[src/rtpp_consts.svh]
// Purpose: offsets, field positions and reset values of the buffer selector
// Assumes: byte addresses on a 32-bit AXI4-Lite slave, one word per register
// Notes: the behaviour list below names each tag used in the design
//
// Behaviour
// - suspend seen, clear acknowledge bit
// - while stopped, reuse active buffer only
// - select 1 means next buffer B
// - suspend cleared, set acknowledge, resume alternation
// - good message flips the select bit
// - separate storage sends broadcasts to broadcast buffer
// - single broadcast buffer, always overwritten
// - broadcast transmit in separate storage updates words, sends nothing
// - broadcast completion in separate storage never flips select bit
// - broadcast interrupt when both enables set
// - combined storage treats broadcast like normal message
// - accessed interrupt when both enables set
// - reset clears every select bit
// - non-broadcast message clears broadcast flag
// - double buffering unsuspended sets acknowledge bit
// - suppress option blocks flips after bad messages
`ifndef RTPP_CONSTS_SVH
`define RTPP_CONSTS_SVH
`define OFS_CFG 4'h0
`define OFS_IRQEN 4'h4
`define OFS_STATUS 4'h8
`define CFG_SEP_BIT 0
`define CFG_BCINV_BIT 1
`define CFG_TSUP_BIT 2
`define CFG_RST 3'h0
`define IRQEN_IBR_BIT 0
`define IRQEN_IWA_BIT 1
`define IRQEN_RST 2'h0
`define RESP_OKAY 2'h0
`define RESP_DECERR 2'h3
`endif

[src/rtpp_pkg.sv]
// Purpose: types shared by the buffer selector and its bench
// Assumes: nothing
// Notes: ctrl fields mirror the descriptor control word bits used here
package rtpp_pkg;
	// buffer a message is routed to
	typedef enum logic [1:0] {BUF_A, BUF_B, BUF_BROADCAST_FLAG} buf_id_t;
	// descriptor control word bits sampled at message start
	typedef struct packed {
		logic message_accessed_irq;
		logic broadcast_received_irq;
		logic alternation_suspend;
		logic double_buffer_select;
	} ctrl_in_t;
	// completion status of a message
	typedef struct packed {
		logic incomplete;
		logic illegal;
		logic busy;
		logic msg_error;
	} msg_status_t;
	// bits written back to the control word
	typedef struct packed {
		logic alternation_active_ack;
		logic buffer_select;
	} ctrl_wb_t;
	// message tracking states
	typedef enum {ST_IDLE, ST_MSG} msg_state_t;
endpackage

[src/rt_pingpong_buffer_select.sv]
// Purpose: per-subaddress double buffer selection with stop handshake
// Assumes: message engine on aclk gives start and end pulses
// Notes: select bits are shadowed here and written back via wb_valid
`timescale 1ns/1ns
`include "rtpp_consts.svh"
module rt_pingpong_buffer_select #(
	parameter int NUM_SA = 64,
	parameter int SA_W = 6
) (
	// clock, reset, enable
	input wire logic aclk,
	input wire logic aresetn,
	input wire logic ce,
	// axi4-lite write
	input wire logic [3:0] awaddr,
	input wire logic awvalid,
	output logic awready,
	input wire logic [31:0] wdata,
	input wire logic [3:0] wstrb,
	input wire logic wvalid,
	output logic wready,
	output logic [1:0] bresp,
	output logic bvalid,
	input wire logic bready,
	// axi4-lite read
	input wire logic [3:0] araddr,
	input wire logic arvalid,
	output logic arready,
	output logic [31:0] rdata,
	output logic [1:0] rresp,
	output logic rvalid,
	input wire logic rready,
	// message engine
	input wire logic msg_start,
	input wire logic [SA_W-1:0] msg_sa,
	input wire logic msg_broadcast,
	input wire logic msg_transmit,
	input wire rtpp_pkg::ctrl_in_t msg_ctrl,
	input wire logic msg_end,
	input wire rtpp_pkg::msg_status_t msg_status,
	// routing and write-back
	output rtpp_pkg::buf_id_t buf_sel,
	output logic tx_data_inhibit,
	output logic wb_valid,
	output logic [SA_W-1:0] wb_sa,
	output rtpp_pkg::ctrl_wb_t wb_ctrl,
	output logic miw_broadcast_flag,
	output logic irq
);
	// select bit to buffer: 1 means last used A, so B is next
	function automatic rtpp_pkg::buf_id_t sel_buf(input logic sel);
		sel_buf = sel ? rtpp_pkg::BUF_B : rtpp_pkg::BUF_A;
	endfunction
	// may this status flip the select bit
	function automatic logic good_msg(input rtpp_pkg::msg_status_t s, input logic tsup);
		if (tsup) begin
			good_msg = !(s.incomplete | s.illegal | s.busy | s.msg_error);
		end else begin
			good_msg = !(s.incomplete | s.msg_error);
		end
	endfunction

	// message tracking state
	rtpp_pkg::msg_state_t state_r, state_nxt;
	logic [SA_W-1:0] cur_sa_r, cur_sa_nxt; // subaddress in flight
	logic cur_bc_r, cur_bc_nxt; // message is broadcast
	logic cur_sel_r, cur_sel_nxt; // select bit seen at start
	rtpp_pkg::ctrl_in_t cur_ctrl_r, cur_ctrl_nxt; // control bits seen at start
	logic sel_mem_r [NUM_SA]; // shadow select bit per subaddress
	logic sel_mem_nxt [NUM_SA];
	rtpp_pkg::buf_id_t buf_sel_r, buf_sel_nxt;
	logic inhibit_r, inhibit_nxt;
	logic wb_valid_r, wb_valid_nxt;
	logic [SA_W-1:0] wb_sa_r, wb_sa_nxt;
	rtpp_pkg::ctrl_wb_t wb_ctrl_r, wb_ctrl_nxt;
	logic miw_r, miw_nxt;
	logic irq_r, irq_nxt;
	// software registers
	logic [2:0] cfg_r, cfg_nxt;
	logic [1:0] irqen_r, irqen_nxt;
	// axi holding state
	logic aw_hold_r, aw_hold_nxt;
	logic [3:0] awaddr_r, awaddr_nxt;
	logic w_hold_r, w_hold_nxt;
	logic [31:0] wdata_r, wdata_nxt;
	logic [3:0] wstrb_r, wstrb_nxt;
	logic bvalid_r, bvalid_nxt;
	logic [1:0] bresp_r, bresp_nxt;
	logic rvalid_r, rvalid_nxt;
	logic [31:0] rdata_r, rdata_nxt;
	logic [1:0] rresp_r, rresp_nxt;

	// decoded helpers
	logic sep_on; // separate broadcast storage in force
	logic start_ev; // message accepted this cycle
	logic end_ev; // message completes this cycle
	logic start_sel; // stored select of the starting subaddress
	logic toggle; // select flips at this completion
	assign sep_on = cfg_r[`CFG_SEP_BIT] & !cfg_r[`CFG_BCINV_BIT];
	assign start_ev = ce & (state_r == rtpp_pkg::ST_IDLE) & msg_start;
	assign end_ev = ce & (state_r == rtpp_pkg::ST_MSG) & msg_end;
	assign start_sel = sel_mem_r[msg_sa];
	// alternation only when active and not a separated broadcast
	assign toggle = cur_ctrl_r.double_buffer_select & !cur_ctrl_r.alternation_suspend
		& !(cur_bc_r & sep_on) & good_msg(msg_status, cfg_r[`CFG_TSUP_BIT]);

	// message path next state
	always_comb begin
		state_nxt = state_r;
		cur_sa_nxt = cur_sa_r;
		cur_bc_nxt = cur_bc_r;
		cur_sel_nxt = cur_sel_r;
		cur_ctrl_nxt = cur_ctrl_r;
		sel_mem_nxt = sel_mem_r;
		buf_sel_nxt = buf_sel_r;
		inhibit_nxt = inhibit_r;
		wb_valid_nxt = 1'b0;
		wb_sa_nxt = wb_sa_r;
		wb_ctrl_nxt = wb_ctrl_r;
		miw_nxt = miw_r;
		irq_nxt = 1'b0;
		case (state_r)
			rtpp_pkg::ST_IDLE: begin
				// sample control word and select bit at start
				if (msg_start) begin
					state_nxt = rtpp_pkg::ST_MSG;
					cur_sa_nxt = msg_sa;
					cur_bc_nxt = msg_broadcast;
					cur_sel_nxt = start_sel;
					cur_ctrl_nxt = msg_ctrl;
					if (msg_broadcast & sep_on) begin
						// one broadcast buffer, no alternation
						buf_sel_nxt = rtpp_pkg::BUF_BROADCAST_FLAG;
						inhibit_nxt = msg_transmit;
					end else if (msg_ctrl.double_buffer_select) begin
						// suspended or not, the select bit names the active one
						buf_sel_nxt = sel_buf(start_sel);
						inhibit_nxt = 1'b0;
					end else begin
						buf_sel_nxt = rtpp_pkg::BUF_A;
						inhibit_nxt = 1'b0;
					end
				end
			end
			rtpp_pkg::ST_MSG: begin
				// post-processing writes back ack and select
				if (msg_end) begin
					state_nxt = rtpp_pkg::ST_IDLE;
					sel_mem_nxt[cur_sa_r] = cur_sel_r ^ toggle;
					wb_valid_nxt = 1'b1;
					wb_sa_nxt = cur_sa_r;
					wb_ctrl_nxt.buffer_select = cur_sel_r ^ toggle;
					// ack low while suspended, high while alternating
					wb_ctrl_nxt.alternation_active_ack = cur_ctrl_r.double_buffer_select
						& !cur_ctrl_r.alternation_suspend;
					miw_nxt = cur_bc_r;
					irq_nxt = (cur_bc_r & cur_ctrl_r.broadcast_received_irq
						& irqen_r[`IRQEN_IBR_BIT])
						| (cur_ctrl_r.message_accessed_irq
						& irqen_r[`IRQEN_IWA_BIT]);
				end
			end
			default: begin
				state_nxt = rtpp_pkg::ST_IDLE;
			end
		endcase
	end

	// axi ready terms: gated by ce so nothing is taken while frozen
	logic aw_got, w_got, do_wr;
	logic [3:0] wr_addr;
	assign awready = ce & !aw_hold_r & !bvalid_r;
	assign wready = ce & !w_hold_r & !bvalid_r;
	assign arready = ce & !rvalid_r;
	assign aw_got = aw_hold_r | (awvalid & awready);
	assign w_got = w_hold_r | (wvalid & wready);
	assign do_wr = aw_got & w_got;
	assign wr_addr = aw_hold_r ? awaddr_r : awaddr;

	// register bus next state
	always_comb begin
		logic [31:0] wd;
		logic [3:0] ws;
		wd = w_hold_r ? wdata_r : wdata;
		ws = w_hold_r ? wstrb_r : wstrb;
		cfg_nxt = cfg_r;
		irqen_nxt = irqen_r;
		aw_hold_nxt = aw_hold_r;
		awaddr_nxt = awaddr_r;
		w_hold_nxt = w_hold_r;
		wdata_nxt = wdata_r;
		wstrb_nxt = wstrb_r;
		bvalid_nxt = bvalid_r & !bready;
		bresp_nxt = bresp_r;
		rvalid_nxt = rvalid_r & !rready;
		rdata_nxt = rdata_r;
		rresp_nxt = rresp_r;
		// address and data may arrive in either order
		if (awvalid & awready) begin
			aw_hold_nxt = 1'b1;
			awaddr_nxt = awaddr;
		end
		if (wvalid & wready) begin
			w_hold_nxt = 1'b1;
			wdata_nxt = wdata;
			wstrb_nxt = wstrb;
		end
		if (do_wr) begin
			aw_hold_nxt = 1'b0;
			w_hold_nxt = 1'b0;
			bvalid_nxt = 1'b1;
			bresp_nxt = `RESP_OKAY;
			case (wr_addr)
				`OFS_CFG: begin
					if (ws[0]) begin
						cfg_nxt = wd[2:0];
					end
				end
				`OFS_IRQEN: begin
					if (ws[0]) begin
						irqen_nxt = wd[1:0];
					end
				end
				`OFS_STATUS: begin
					// read-only, write ignored
				end
				default: begin
					bresp_nxt = `RESP_DECERR;
				end
			endcase
		end
		// reads answer from live state
		if (arvalid & arready) begin
			rvalid_nxt = 1'b1;
			rresp_nxt = `RESP_OKAY;
			case (araddr)
				`OFS_CFG: rdata_nxt = {29'h0, cfg_r};
				`OFS_IRQEN: rdata_nxt = {30'h0, irqen_r};
				`OFS_STATUS: rdata_nxt = {27'h0, buf_sel_r, wb_ctrl_r,
					state_r == rtpp_pkg::ST_MSG};
				default: begin
					rdata_nxt = 32'h0;
					rresp_nxt = `RESP_DECERR;
				end
			endcase
		end
	end

	// all state: synchronous reset, frozen while ce is low
	always_ff @(posedge aclk) begin
		if (!aresetn) begin
			state_r <= rtpp_pkg::ST_IDLE;
			cur_sa_r <= '0;
			cur_bc_r <= 1'b0;
			cur_sel_r <= 1'b0;
			cur_ctrl_r <= '0;
			for (int i = 0; i < NUM_SA; i++) begin
				sel_mem_r[i] <= 1'b0;
			end
			buf_sel_r <= rtpp_pkg::BUF_A;
			inhibit_r <= 1'b0;
			wb_valid_r <= 1'b0;
			wb_sa_r <= '0;
			wb_ctrl_r <= '0;
			miw_r <= 1'b0;
			irq_r <= 1'b0;
			cfg_r <= `CFG_RST;
			irqen_r <= `IRQEN_RST;
			aw_hold_r <= 1'b0;
			awaddr_r <= 4'h0;
			w_hold_r <= 1'b0;
			wdata_r <= 32'h0;
			wstrb_r <= 4'h0;
			bvalid_r <= 1'b0;
			bresp_r <= `RESP_OKAY;
			rvalid_r <= 1'b0;
			rdata_r <= 32'h0;
			rresp_r <= `RESP_OKAY;
		end else if (ce) begin
			state_r <= state_nxt;
			cur_sa_r <= cur_sa_nxt;
			cur_bc_r <= cur_bc_nxt;
			cur_sel_r <= cur_sel_nxt;
			cur_ctrl_r <= cur_ctrl_nxt;
			sel_mem_r <= sel_mem_nxt;
			buf_sel_r <= buf_sel_nxt;
			inhibit_r <= inhibit_nxt;
			wb_valid_r <= wb_valid_nxt;
			wb_sa_r <= wb_sa_nxt;
			wb_ctrl_r <= wb_ctrl_nxt;
			miw_r <= miw_nxt;
			irq_r <= irq_nxt;
			cfg_r <= cfg_nxt;
			irqen_r <= irqen_nxt;
			aw_hold_r <= aw_hold_nxt;
			awaddr_r <= awaddr_nxt;
			w_hold_r <= w_hold_nxt;
			wdata_r <= wdata_nxt;
			wstrb_r <= wstrb_nxt;
			bvalid_r <= bvalid_nxt;
			bresp_r <= bresp_nxt;
			rvalid_r <= rvalid_nxt;
			rdata_r <= rdata_nxt;
			rresp_r <= rresp_nxt;
		end
	end

	// outputs straight from flops
	assign buf_sel = buf_sel_r;
	assign tx_data_inhibit = inhibit_r;
	assign wb_valid = wb_valid_r;
	assign wb_sa = wb_sa_r;
	assign wb_ctrl = wb_ctrl_r;
	assign miw_broadcast_flag = miw_r;
	assign irq = irq_r;
	assign bvalid = bvalid_r;
	assign bresp = bresp_r;
	assign rvalid = rvalid_r;
	assign rdata = rdata_r;
	assign rresp = rresp_r;
endmodule

[config.mk]
export PLATFORM = sky130hd
export DESIGN_NAME = rt_pingpong_buffer_select
export DESIGN_NICKNAME = d
export VERILOG_FILES = /design/src/rtpp_pkg.sv /design/src/rt_pingpong_buffer_select.sv
export VERILOG_INCLUDE_DIRS = /design/src /design/src/src
export SDC_FILE = /design/constraint.sdc
export NUM_CORES = 1
export LEC_CHECK = 0
export BUFFER_PORTS_ARGS = -buffer_cell sky130_fd_sc_hd__buf_4
export CAP_MARGIN = 25
export CORE_ASPECT_RATIO = 0.8
export CORE_MARGIN = 5
export CORE_UTILIZATION = 55
export DETAILED_ROUTE_END_ITERATION = 12
export GPL_TIMING_DRIVEN = 0
export PLACE_DENSITY_LB_ADDON = 0.12
export SYNTH_ARGS = -nofsm -noshare
export SYNTH_HDL_FRONTEND = slang
export SYNTH_SLANG_ARGS = --single-unit
export TNS_END_PERCENT = 20
[constraint.sdc]
create_clock -name aclk -period 4.9 [get_ports aclk]
set_input_delay 0 -clock aclk [delete_from_list [all_inputs] [get_ports aclk]]
set_output_delay 0 -clock aclk [all_outputs]
set_load 0.02 [all_outputs]
==> flow_summary.toml <==
[setup_path]
rr_worst_depth = 6
path_max_fanout = 10
crit_end = "sel_mem_r[38]"
worst_setup_path_end_kind = "flop"
path_class = "flop to flop"
start_kind = "flop"
r2r_end = "sel_mem_r[38]"
reg2reg_from = "state_r[0]"
crit_start = "state_r[0]"
required_ns = 5.22
cp.arrival_ns = 2.90
r2r_setup_slack_ns = 2.32

[sta]
setup_viol = 0
fin_crit_ns = 2.58
fin_skew_ns = 0.00616
setup_slack_ns = 2.32
finalCritPeriodShare = 0.526
rsz0062_at_grt = "no"
tns_ns = 0
relSlewSlack = 0.344
finalHoldViolCount = 0
fmax_ghz = 0.388
worst_slew_pin_slew_ns = 0.983
drv_slew = 0

[floorplanning]
io_pins = 125
start_util = 0.568
die_w_um = 125
die_area_mm2 = 0.0128
rows = 33
fp.dieH_um = 102
core_area_mm2 = 0.0103

[job]
drv_cap = 0

[final_layout]
nNetsFinal = 885
final_cell_mix = "dfxtp_1 (115), nand2_1 (105), buf_4 (92)"
areaGrowthSynthToFinish_pct = 26.9
final_common_cell = "dfxtp_1"
fin_cells = 968
drive_gt1_frac = 0.199
antenna_cells = 0
nFillCells = 807
final_area_mm2 = 0.00744

[placement]
dp_cells = 914
gp_congestion = 0.912
io_buffers = 63
dp_slack_ns = 2.44
dp_hpwl_um = 12100
dpl_cell_area_mm2 = 0.00661

[detailed_routing]
routed_via_density = 5.72
dr.pass1.iters = 5
wl_per_cell_um = 18.0
wirelength_um = 17400
drcViolationCount = 0
vias = 5541
antenna_left = 0
drtIter0Drc = 563

[global_routing]
grt_pass1_wl_um = 28300
grt_max_degree = 17
track_usage = 0.280
grt_pass1_vias = 5500
overflow = 0
antenna_found_initial = 0

[yosys]
synth_seq_area_share = 0.393
ys.flop_type = "dfxtp_1"
synth_top_family_by_area = "simple AND/OR/NAND/NOR gates"
synth-compound-area-share = 0.118
synth_edf_count = 0
ys_ff_latch = 115
syn_inst = 685
synthSimpleGateAreaFrac = 0.275
async_flop_share = 0
synthDistinctLibCells = 47
synth_area_mm2 = 0.00586
synth_fa_ha_area_frac = 0
yosysWarningCount = 0
syn-mean-instance-area_um2 = 8.56
synthMuxAreaShare = 0.130
synth-xor-area-share = 0.00149

[power_and_ir_drop]
p_leak_nw = 2.91
power_density_mw_per_mm2 = 334
vdd_drop_max_mv = 0.218

[clock_tree]
clockBufferDepth = 2
clock_sinks = 115
htreeDepth = 4
clk_latency_ns = 0.41
tritoncts = "yes"
clockRootBuffer = "clkbuf_16"
path_clk_slew_ns = 0.06
postCtsSetupRepairBufs = 0
numCtsBuffers = 17

[run_status]
outcome = "completed"

[hold_path]
hold_class = "input pin to flop"
==> routing by layer <==
metal,global-route usage,vias to the layer above,part of all wire
met1,0.370,2606,0.42
li1,-,2571,-
met3,0.0773,61,0.10
met5,0,-,0
met4,0.108,0,0.030
met2,0.441,303,0.45
==> flip-flops by register name, summed over array words and instances, names as in the netlist, 3 cells and up <==
register,count
awaddr_r,4
cur_ctrl_r,4
wdata_r,3
cur_sa_r,6
wb_sa,6
rdata,5
sel_mem_r,64
cfg_r,3
==> worst min-delay path by stage <==
stage / from / to / cells past startpoint
floorplan: araddr[3] / rresp[0] / 2
global placement: msg_transmit / tx_data_inhibit / 3
detailed placement: msg_ctrl[1] / cur_ctrl_r[1] / 3
CTS: araddr[2] / rdata[2] / 4
global route: araddr[2] / rdata[2] / 4
finish: araddr[2] / rdata[2] / 4
==> metrics by stage <==
stage	hold slack, ns	utilization	power, mW
after floorplan	0.139	-	1.13
after global placement	0.264	0.640	1.21
after detailed placement	0.285	0.640	1.21
after CTS	0.00758	0.721	2.48
after global routing	0.00913	0.721	2.56
final	0.0177	0.721	2.48
==> where the power goes <==
group          leakage, nW  switching, mW  total, mW  internal (mW)
combinational         1.69          0.145      0.255          0.110
clock                0.291          0.447       1.27          0.823
sequential           0.929        0.00908      0.959          0.950
==> final cells by class <==
class,instances,area [um2],share of cell area
clock buffer,19,453,0.0609
clock inverter,13,158,0.0212
buffer,83,477,0.0641
multi-input combinational,511,3180,0.427
sequential,115,2300,0.309
tap,140,175,0.0235
inverter,2,7.51,0.00101
timing repair buffer,85,693,0.0932
==> cell usage after synthesis (2+ instances only) <==
library cell  count  area (um2)
o211a_1           3        30.0
or3b_2            2        17.5
or2_2             3        18.8
clkbuf_1         33         124
o211ai_1          2        15.0
a21oi_1          53         265
o21ai_1           2        10.0
a32oi_1           3        26.3
nand2_1         105         394
a21boi_0         30         225
nor2_1           53         199
and2_1            4        25.0
nor2b_1          33         206
nand2b_1          5        31.3
a221oi_1          2        17.5
mux2_2            3        33.8
nor3b_1          54         405
dfxtp_1         115        2300
a22oi_1           7        52.6
nor4_1            2        12.5
buf_4            29         218
nand3_1          14        70.1
inv_1             2        7.51
mux2i_1          45         450
buf_2            17        85.1
and3_1            2        12.5
mux4_2           10         225
mux4_1            2        52.6
nor3_1           24         120
o21ai_0           6        30.0
nand3b_1          4        30.0
==> cells by family (layout without fill, tap and decap cells) <==
group           Yosys count  after routing
xor+xnor                  1              1
compound gates          111            111
mux                      60             60
simple gates            312            312
buf+inv                  85            202
flops                   115            115
other cells               1             27
==> worst max-delay path, cell delays in order, from the launching register on <==
cell	delay, ns
dfxtp_1	0.30
clkbuf_1	0.26
nand4_1	0.35
nor3_1	0.80
buf_2	0.41
a21oi_1	0.11
nor3b_1	0.25
==> what timing repair did <==
action,4_1_cts,5_1_grt
resized for setup,0,0
hold endpoints to repair,22,0
hold buffers,22,0
Power figures use the tool's default switching activity.
